==> src/hdl/apdu_t0_pkg.sv <==
package apdu_t0_pkg;
  localparam logic [2:0] HDR_LAST      = 3'h4;
  localparam logic [8:0] LEN_MAX       = 9'h100;
  localparam logic [7:0] INS_GET_RESP  = 8'hC0;
  localparam logic [7:0] SW_OK_HI      = 8'h90;
  localparam logic [7:0] SW_OK_LO      = 8'h00;
  localparam logic [7:0] PB_MORE_DATA  = 8'h61;
  localparam logic [7:0] PB_WRONG_LEN  = 8'h6C;
  localparam logic [7:0] SW_BAD_P12_HI = 8'h6B;
  localparam logic [7:0] SW_BAD_P12_LO = 8'h00;
  localparam logic [7:0] SW_FAIL_HI    = 8'h6F;
  localparam logic [7:0] SW_FAIL_LO    = 8'h00;
  localparam logic [1:0] CASE_1        = 2'h0;
  localparam logic [1:0] CASE_2        = 2'h1;
  localparam logic [1:0] CASE_3        = 2'h2;
  localparam logic [1:0] CASE_4        = 2'h3;
  localparam logic [1:0] BUF_FULL      = 2'h2;

  typedef enum logic [7:0] {
    ST_HDR    = 8'h01,
    ST_DECIDE = 8'h02,
    ST_ACK    = 8'h04,
    ST_BODY   = 8'h08,
    ST_PROC   = 8'h10,
    ST_DATA   = 8'h20,
    ST_SW1    = 8'h40,
    ST_SW2    = 8'h80
  } t0_state_t;
endpackage

==> src/hdl/apdu_byte_transport_cases.sv <==
`timescale 1ns/100ps
// Summary of operation
// - case 3 status only after full body and processing, except bad P1 or P2 (6B 00 at once); success is 90 00
// - case 4 success after body answers 61 and the response length
// - case 4 failure after body answers a status word only, no data
// - GET RESPONSE after case 4 is handled as a case 2 command whose available count is the pending response length, not app_avail
// - short GET RESPONSE sends leading bytes then 61 and the remainder
// - case 2 length too long or 00 under 256 answers 6C and available count
// - failing case 2 or case 4 commands never answer 90 00
// - exact case 2 length sends all bytes after ack, then 90 00
// - case 2 length below available sends that many bytes then 61 xx
// - GET RESPONSE answers C0, then data, then the final status word
// - bad P1 or P2 answers status 6B 00
module apdu_byte_transport_cases (
  input  wire logic       mclk,
  input  wire logic       rst,
  input  wire logic       rx_valid,
  input  wire logic [7:0] rx_byte,
  output logic            rx_ready,
  output logic            tx_valid,
  output logic [7:0]      tx_byte,
  input  wire logic       tx_ready,
  output logic            hdr_valid,
  output logic [7:0]      hdr_cla,
  output logic [7:0]      hdr_ins,
  output logic [7:0]      hdr_p1,
  output logic [7:0]      hdr_p2,
  output logic [7:0]      hdr_p3,
  output logic            hdr_get_resp,
  input  wire logic       app_resp_valid,
  input  wire logic       app_p12_ok,
  input  wire logic [1:0] app_case,
  input  wire logic       app_ok,
  input  wire logic [8:0] app_avail,
  input  wire logic       app_single_step,
  input  wire logic [7:0] app_sw1,
  input  wire logic [7:0] app_sw2,
  output logic            body_valid,
  output logic [7:0]      body_byte,
  input  wire logic       app_done_valid,
  input  wire logic [8:0] app_resp_len,
  input  wire logic       data_valid,
  input  wire logic [7:0] data_byte,
  output logic            data_ready
);
  apdu_t0_pkg::t0_state_t state;
  logic [2:0]             hcnt;
  logic [8:0]             cnt;
  logic [8:0]             rem;
  logic [8:0]             pend;
  logic                   is_c2;
  logic                   is_c4;
  logic                   step;
  logic                   nack;
  logic [7:0]             sw1;
  logic [7:0]             sw2;
  logic [7:0]             buf_mem [0:1];
  logic                   wr_ptr;
  logic                   rd_ptr;
  logic [1:0]             buf_cnt;

  // --- decode ---
  wire       buf_in_ready = (buf_cnt != apdu_t0_pkg::BUF_FULL);
  wire       rx_fire      = rx_valid & rx_ready;
  wire       is_gr        = (hdr_ins == apdu_t0_pkg::INS_GET_RESP);
  wire [8:0] le           = (hdr_p3 == 8'h00) ? apdu_t0_pkg::LEN_MAX : {1'b0, hdr_p3};
  wire [8:0] avail_eff    = is_gr ? pend : app_avail;
  wire       too_long     = le > avail_eff;
  wire       app_sw_ok    = (app_sw1 == apdu_t0_pkg::SW_OK_HI) &&
                            (app_sw2 == apdu_t0_pkg::SW_OK_LO);
  wire [7:0] fail_hi      = app_sw_ok ? apdu_t0_pkg::SW_FAIL_HI : app_sw1;
  wire [7:0] fail_lo      = app_sw_ok ? apdu_t0_pkg::SW_FAIL_LO : app_sw2;
  wire [7:0] ack_byte     = nack ? ~hdr_ins : hdr_ins;
  wire       is_body_case = (app_case == apdu_t0_pkg::CASE_3) ||
                            (app_case == apdu_t0_pkg::CASE_4);
  wire       decide_go    = (state == apdu_t0_pkg::ST_DECIDE) && app_resp_valid;
  wire       c2_dec       = is_gr || (app_case == apdu_t0_pkg::CASE_2);

  wire       push_valid   = (state == apdu_t0_pkg::ST_ACK) ||
                            (state == apdu_t0_pkg::ST_SW1) ||
                            (state == apdu_t0_pkg::ST_SW2) ||
                            ((state == apdu_t0_pkg::ST_DATA) && data_valid);
  wire [7:0] push_byte    = (state == apdu_t0_pkg::ST_ACK)  ? ack_byte :
                            (state == apdu_t0_pkg::ST_SW1)  ? sw1 :
                            (state == apdu_t0_pkg::ST_SW2)  ? sw2 : data_byte;
  wire       push_fire    = push_valid & buf_in_ready;
  wire       pop_fire     = tx_valid & tx_ready;

  assign rx_ready     = (state == apdu_t0_pkg::ST_HDR) || (state == apdu_t0_pkg::ST_BODY);
  assign data_ready   = (state == apdu_t0_pkg::ST_DATA) && buf_in_ready;
  assign tx_valid     = (buf_cnt != 2'h0);
  assign tx_byte      = buf_mem[rd_ptr];
  assign hdr_get_resp = is_gr;

  // two-entry transmit buffer: a stalled receiver loses no byte
  always_ff @(posedge mclk or posedge rst) begin
    if (rst) begin
      wr_ptr     <= 1'b0;
      rd_ptr     <= 1'b0;
      buf_cnt    <= 2'h0;
      buf_mem[0] <= 8'h00;
      buf_mem[1] <= 8'h00;
    end else begin
      if (push_fire) begin
        buf_mem[wr_ptr] <= push_byte;
        wr_ptr          <= ~wr_ptr;
      end
      if (pop_fire)
        rd_ptr <= ~rd_ptr;
      buf_cnt <= buf_cnt + {1'b0, push_fire} - {1'b0, pop_fire};
    end
  end

  // --- command sequencer ---
  always_ff @(posedge mclk or posedge rst) begin
    if (rst) begin
      state      <= apdu_t0_pkg::ST_HDR;
      hcnt       <= 3'h0;
      cnt        <= 9'h000;
      rem        <= 9'h000;
      pend       <= 9'h000;
      is_c2      <= 1'b0;
      is_c4      <= 1'b0;
      step       <= 1'b0;
      nack       <= 1'b0;
      sw1        <= 8'h00;
      sw2        <= 8'h00;
      hdr_valid  <= 1'b0;
      hdr_cla    <= 8'h00;
      hdr_ins    <= 8'h00;
      hdr_p1     <= 8'h00;
      hdr_p2     <= 8'h00;
      hdr_p3     <= 8'h00;
      body_valid <= 1'b0;
      body_byte  <= 8'h00;
    end else begin
      hdr_valid  <= 1'b0;
      body_valid <= 1'b0;
      unique case (state)
        apdu_t0_pkg::ST_HDR: if (rx_fire) begin
          unique case (hcnt)
            3'h0: hdr_cla <= rx_byte;
            3'h1: hdr_ins <= rx_byte;
            3'h2: hdr_p1  <= rx_byte;
            3'h3: hdr_p2  <= rx_byte;
            default: hdr_p3 <= rx_byte;
          endcase
          if (hcnt == apdu_t0_pkg::HDR_LAST) begin
            hcnt      <= 3'h0;
            hdr_valid <= 1'b1;
            state     <= apdu_t0_pkg::ST_DECIDE;
          end else begin
            hcnt <= hcnt + 3'h1;
          end
        end
        apdu_t0_pkg::ST_DECIDE: if (app_resp_valid) begin
          is_c2 <= c2_dec;
          is_c4 <= !is_gr && (app_case == apdu_t0_pkg::CASE_4);
          nack  <= app_single_step && !c2_dec;
          step  <= app_single_step;
          if (!is_gr)
            pend <= 9'h000;
          state <= apdu_t0_pkg::ST_SW1;
          if (!app_p12_ok) begin
            sw1 <= apdu_t0_pkg::SW_BAD_P12_HI;
            sw2 <= apdu_t0_pkg::SW_BAD_P12_LO;
          end else if (c2_dec) begin
            if (!app_ok) begin
              sw1 <= fail_hi;
              sw2 <= fail_lo;
            end else if (too_long) begin
              sw1 <= apdu_t0_pkg::PB_WRONG_LEN;
              sw2 <= avail_eff[7:0];
            end else begin
              cnt   <= le;
              rem   <= avail_eff - le;
              state <= apdu_t0_pkg::ST_ACK;
            end
          end else if (is_body_case) begin
            cnt   <= {1'b0, hdr_p3};
            state <= (hdr_p3 == 8'h00) ? apdu_t0_pkg::ST_PROC : apdu_t0_pkg::ST_ACK;
          end else begin
            sw1 <= app_ok ? apdu_t0_pkg::SW_OK_HI : fail_hi;
            sw2 <= app_ok ? apdu_t0_pkg::SW_OK_LO : fail_lo;
          end
        end
        apdu_t0_pkg::ST_ACK: if (push_fire)
          state <= is_c2 ? apdu_t0_pkg::ST_DATA : apdu_t0_pkg::ST_BODY;
        apdu_t0_pkg::ST_BODY: if (rx_fire) begin
          body_valid <= 1'b1;
          body_byte  <= rx_byte;
          cnt        <= cnt - 9'h001;
          if (cnt == 9'h001) begin
            state <= apdu_t0_pkg::ST_PROC;
          end else if (step) begin
            nack  <= 1'b1;
            state <= apdu_t0_pkg::ST_ACK;
          end
        end
        apdu_t0_pkg::ST_PROC: if (app_done_valid) begin
          state <= apdu_t0_pkg::ST_SW1;
          if (is_c4 && app_ok) begin
            sw1  <= apdu_t0_pkg::PB_MORE_DATA;
            sw2  <= app_resp_len[7:0];
            pend <= app_resp_len;
          end else if (app_ok) begin
            sw1 <= apdu_t0_pkg::SW_OK_HI;
            sw2 <= apdu_t0_pkg::SW_OK_LO;
          end else begin
            sw1 <= fail_hi;
            sw2 <= fail_lo;
          end
        end
        apdu_t0_pkg::ST_DATA: if (push_fire) begin
          cnt <= cnt - 9'h001;
          if (cnt == 9'h001) begin
            state <= apdu_t0_pkg::ST_SW1;
            pend  <= rem;
            sw1   <= (rem != 9'h000) ? apdu_t0_pkg::PB_MORE_DATA : apdu_t0_pkg::SW_OK_HI;
            sw2   <= (rem != 9'h000) ? rem[7:0] : apdu_t0_pkg::SW_OK_LO;
          end
        end
        apdu_t0_pkg::ST_SW1: if (push_fire)
          state <= apdu_t0_pkg::ST_SW2;
        apdu_t0_pkg::ST_SW2: if (push_fire)
          state <= apdu_t0_pkg::ST_HDR;
        default: state <= apdu_t0_pkg::ST_HDR;
      endcase
    end
  end

  // --- checks ---
  a_case3_status:
  assert property (@(posedge mclk) disable iff (rst)
    (state == apdu_t0_pkg::ST_BODY) ##1 (state == apdu_t0_pkg::ST_PROC) |-> cnt == 9'h000)
    else $error("status stage entered before the body was complete");
  a_case4_more:
  assert property (@(posedge mclk) disable iff (rst)
    (state == apdu_t0_pkg::ST_PROC) && app_done_valid && is_c4 && app_ok
    |=> (state == apdu_t0_pkg::ST_SW1) && (sw1 == apdu_t0_pkg::PB_MORE_DATA)
        && (sw2 == $past(app_resp_len[7:0])))
    else $error("case 4 success did not answer 61 with length");
  a_fail_not_ok:
  assert property (@(posedge mclk) disable iff (rst)
    (state == apdu_t0_pkg::ST_PROC) && app_done_valid && !app_ok
    |=> !((sw1 == apdu_t0_pkg::SW_OK_HI) && (sw2 == apdu_t0_pkg::SW_OK_LO))
        ##1 (state != apdu_t0_pkg::ST_DATA))
    else $error("failed command answered 90 00 or sent data");
  a_wrong_len:
  assert property (@(posedge mclk) disable iff (rst)
    decide_go && app_p12_ok && c2_dec && app_ok && too_long
    |=> (sw1 == apdu_t0_pkg::PB_WRONG_LEN) && (sw2 == $past(avail_eff[7:0]))
        && (state == apdu_t0_pkg::ST_SW1))
    else $error("length mismatch did not answer 6C");
  a_bad_param:
  assert property (@(posedge mclk) disable iff (rst)
    decide_go && !app_p12_ok
    |=> (sw1 == apdu_t0_pkg::SW_BAD_P12_HI) && (sw2 == apdu_t0_pkg::SW_BAD_P12_LO))
    else $error("bad parameters did not answer 6B 00");
  a_get_resp_ack:
  assert property (@(posedge mclk) disable iff (rst)
    (state == apdu_t0_pkg::ST_ACK) && is_gr && !nack
    |-> push_byte == apdu_t0_pkg::INS_GET_RESP)
    else $error("GET RESPONSE not acknowledged with C0");
  a_partial_more:
  assert property (@(posedge mclk) disable iff (rst)
    (state == apdu_t0_pkg::ST_DATA) && push_fire && (cnt == 9'h001) && (rem != 9'h000)
    |=> (sw1 == apdu_t0_pkg::PB_MORE_DATA) && (pend == $past(rem)))
    else $error("partial transfer did not answer 61 with remainder");
  a_exact_done:
  assert property (@(posedge mclk) disable iff (rst)
    (state == apdu_t0_pkg::ST_DATA) && push_fire && (cnt == 9'h001) && (rem == 9'h000)
    |=> (sw1 == apdu_t0_pkg::SW_OK_HI) ##[1:1000] (state == apdu_t0_pkg::ST_HDR))
    else $error("exact transfer did not end with 90 00");
  a_single_step:
  assert property (@(posedge mclk) disable iff (rst)
    (state == apdu_t0_pkg::ST_BODY) && rx_fire && step && (cnt > 9'h001)
    |=> (state == apdu_t0_pkg::ST_ACK) && (ack_byte == ~hdr_ins))
    else $error("single step mode did not send complemented INS");
  c_case3_ok: cover property (@(posedge mclk) disable iff (rst)
    (state == apdu_t0_pkg::ST_PROC) && app_done_valid && app_ok && !is_c4);
  c_case4_more: cover property (@(posedge mclk) disable iff (rst)
    (state == apdu_t0_pkg::ST_PROC) && app_done_valid && app_ok && is_c4);
  c_wrong_len: cover property (@(posedge mclk) disable iff (rst)
    decide_go && app_p12_ok && c2_dec && app_ok && too_long);
  c_partial_gr: cover property (@(posedge mclk) disable iff (rst)
    (state == apdu_t0_pkg::ST_DATA) && is_gr && push_fire && (cnt == 9'h001) && (rem != 9'h000));
  c_buf_full: cover property (@(posedge mclk) disable iff (rst) !buf_in_ready);
endmodule

==> config.mk <==
export PLATFORM = sky130hd
export DESIGN_NAME = apdu_byte_transport_cases
export DESIGN_NICKNAME = d
export VERILOG_FILES = /design/src/hdl/apdu_t0_pkg.sv /design/src/hdl/apdu_byte_transport_cases.sv
export SDC_FILE = /design/constraint.sdc
export NUM_CORES = 1
export LEC_CHECK = 0
export BUFFER_PORTS_ARGS = -buffer_cell sky130_fd_sc_hd__buf_4
export CAP_MARGIN = 20
export CORE_ASPECT_RATIO = 0.5
export CORE_MARGIN = 2
export CORE_UTILIZATION = 45
export CTS_BUF_LIST = sky130_fd_sc_hd__clkbuf_8
export DETAILED_ROUTE_END_ITERATION = 6
export PLACE_DENSITY = 0.68
export RECOVER_POWER = 25
export SYNTH_ARGS = -nofsm -noshare
export SYNTH_HDL_FRONTEND = slang
export SYNTH_SLANG_ARGS = --single-unit
==> constraint.sdc <==
create_clock -name mclk -period 4.3 [get_ports mclk]
set_input_delay 0.215 -clock mclk [delete_from_list [all_inputs] [get_ports mclk]]
set_output_delay 0.215 -clock mclk [all_outputs]
set_load 0.02 [all_outputs]
==> impl_metrics.ini <==
[yosys]
synth_area_leaders = dfrtp_1 44%, mux2_2 10%, nand2_1 5.9%, o21ai_0 3.6%, ha_1 3.1%
ys_types = 76
synth-seq-cells = 128
synth-async-reset-ratio = 1.00
syn_inst = 716
syn_area_um2 = 7190
synth_top_cell_area_share = 0.442
synth_area_leader_cell = dfrtp_1
synth_edf_count = 0
syn_avg_cell_area_um2 = 10.0
synthFlopType = dfrtp_1
yosys_warnings = 0
ys_seq_area_frac = 0.446
synth_nets = 797
yosys-top-cells-count = 127 x dfrtp_1, 113 x nand2_1, 64 x mux2_2
yosysMostFrequentCell = dfrtp_1

[critical_path]
critical_path_buf_inv_count = 2
worstPathRequired_ns = 4.63
critical_path.cell_chain = nor4_1 > nand2_1 > inv_1 > nand2_1 > nand2_1 > inv_1 > ha_1 > nor2b_1 > o2111ai_1 > a21oi_1 > o211ai_1 > a21oi_2 > nor2_4 > mux2_1
crit_top_cell = nand2_1
end_kind = register
cp_data_arrival_time_ns = 3.96
path_depth = 14
crit_fanout = 18
critPathLaunchType = register
ff2ff_path_depth = 14
cpLargestDelayFamily = compound AO/OA/AOI/OAI gates
cpPeakStageDelay_ns = 0.65
slowest_stage = a21oi_2
criticalPathCategory = register to register

[floorplanning]
start_util = 0.464
rows = 32
fp.dieW_um = 183
die_area_um2 = 17100
core_area_um2 = 15500
fp.dieH_um = 93.4
io-pin-count = 124

[clock_network]
root_buffer = clkbuf_8
numCtsBuffers = 17
clock_latency_ns = 0.44
cts_tree = yes
clock_path_buffers = 2
cts.sinks = 128
cts_max_level = 4
clk_pin_slew_worst_paths_ns = 0.08

[sta]
relSlewSlack = -1.07
finalHoldViolCount = 0
skew_ns = 0.0149
rsz0062_at_grt = false
setup_tns_ns = 0
finalCriticalPeriod_ns = 3.63
report.final.slew_viol_count = 68
max_freq_mhz = 275
tightest_slew_ns = 3.09
setup_viol = 0
period_share = 0.845

[detailed_routing]
met1_length_mm = 9.21
routedWlPerCell_um = 18.7
firstDrtPassIters = 7
drc_errors = 0
ant_nets = 0
wl_met2_mm = 8.69
drtIter0Drc = 588
viasPerCell = 5.66
wl_met3_mm = 1.42
routed_wl_mm = 19.6
maxUsedRoutingLayer = met4
num_vias = 5904

[global_route]
grt_max_degree = 68
overflow = 0
antenna_found_initial = 0
grt_util_all_layers = 0.240
grt_pass1_vias = 5715
grt_pass1_wl_mm = 31.2

[status]
outcome = finished with violations
violations = capacitance limit, slew limit

[layout]
fillers = 1378
area_growth_pct = 19.2
drive_gt1_frac = 0.277
diodes = 0
nets = 908
final_area_um2 = 8570

[placed_design]
placed_area_um2 = 8180
place.gp.congestion = 0.906
port_buffers = 123
dp_hpwl_mm = 14.7

[power]
irDropWorstVdd_mv = 0.371
powerDensity_nw_per_um2 = 729
p_leak_nw = 3.85

[job]
maxCapViolCount = 1

[worst_hold_path]
holdPathStages = 2
hp-class = input pin to register
==> power breakdown <==
part | internal (W) | total (W) | switching [W] | leakage (nW)
Sequential | 0.00173 | 0.00218 | 0.000449 | 1.60
Combinational | 0.00124 | 0.00290 | 0.00165 | 2.04
Clock | 0.000663 | 0.00117 | 0.000509 | 0.214
==> metrics by stage <==
stage	utilization	setup WS (ns)	power, W	cells	hold WS (ns)
floorplan	-	0.674	0.00417	716	0.320
global placement	0.528	0.823	0.00510	1010	0.437
detailed placement	0.528	0.684	0.00515	1010	0.447
CTS	0.558	0.644	0.00634	1044	0.000610
global route	0.553	0.369	0.00668	1044	0.00891
finish	0.553	0.668	0.00624	1044	0.0297
==> state kept, by name, indices dropped and copies added, names as in the netlist, 9 cells and up <==
signal and count:
pend 9, cnt 9, buf_mem 16, rem 9
==> routing by layer <==
layer | vias to the layer above | GRT usage
li1 | 2789 | -
met1 | 2899 | 0.341
met2 | 200 | 0.367
met3 | 16 | 0.0557
met4 | 0 | 0.0685
met5 | - | 0
==> cell usage in the layout, fill, tap and decap left out, drive strengths merged, types with 12 or more instances in the layout <==
| cell type | n |
|---|---|
| dfrtp | 127 |
| a22oi | 13 |
| buf | 106 |
| nor2 | 37 |
| a21oi | 30 |
| o21ai | 59 |
| ha | 18 |
| xnor2 | 15 |
| inv | 26 |
| mux2 | 67 |
| a21o | 12 |
| nand2 | 115 |
| clkbuf | 41 |
==> worst reg2reg max path: stages (launching register included) <==
cell and delay, ns:
dfrtp_1 0.43, nor4_1 0.34, nand2_1 0.13, inv_1 0.32, nand2_1 0.11, nand2_1 0.11, inv_1 0.05, ha_1 0.20
nor2b_1 0.14, o2111ai_1 0.14, a21oi_1 0.21, o211ai_1 0.15, a21oi_2 0.65, nor2_4 0.18, mux2_1 0.35
==> layout make-up <==
class	instances	area (µm²)	area share
Multi-Input combinational cell	522	3650	0.426
Clock buffer	19	262	0.0305
Timing Repair Buffer	130	902	0.105
Tap cell	204	255	0.0298
Inverter	28	106	0.0124
Sequential cell	128	3200	0.374
Clock inverter	13	186	0.0218
==> cells by family (layout without fill, tap and decap cells) <==
| kind of cell | count (synthesis) | count (layout) | synth area share |
|---|---|---|---|
| adders and majority gates | 19 | 19 | 0.0341 |
| DFF | 128 | 128 | 0.446 |
| AOI/OAI and AO/OA | 176 | 176 | 0.164 |
| and+or+nand+nor | 230 | 230 | 0.167 |
| xor gates and xnor gates | 22 | 22 | 0.0268 |
| buffers and inverters | 66 | 190 | 0.0463 |
| muxes | 75 | 75 | 0.116 |
==> path summary, 6_finish.rpt <==
| path | start | endpoint | slack (ns) |
|---|---|---|---|
| max | hdr_ins[3] | sw1[4] | 0.67 |
| min | app_single_step | step | 0.03 |
| max reg2reg | hdr_ins[3] | sw1[4] | 0.67 |
| min reg2reg | body_byte[3] | body_byte[3] | 0.49 |
| max in group asynchronous | rst | rem[1] | 1.57 |
| min in group asynchronous | rst | buf_mem[6] | 1.22 |
==> timing repair <==
action	4_1_cts	5_1_grt
hold endpoints to repair	65	0
resized for setup	0	0
hold buffers	2	0
buffers inserted	0	0
Power figures use the tool's default switching activity.
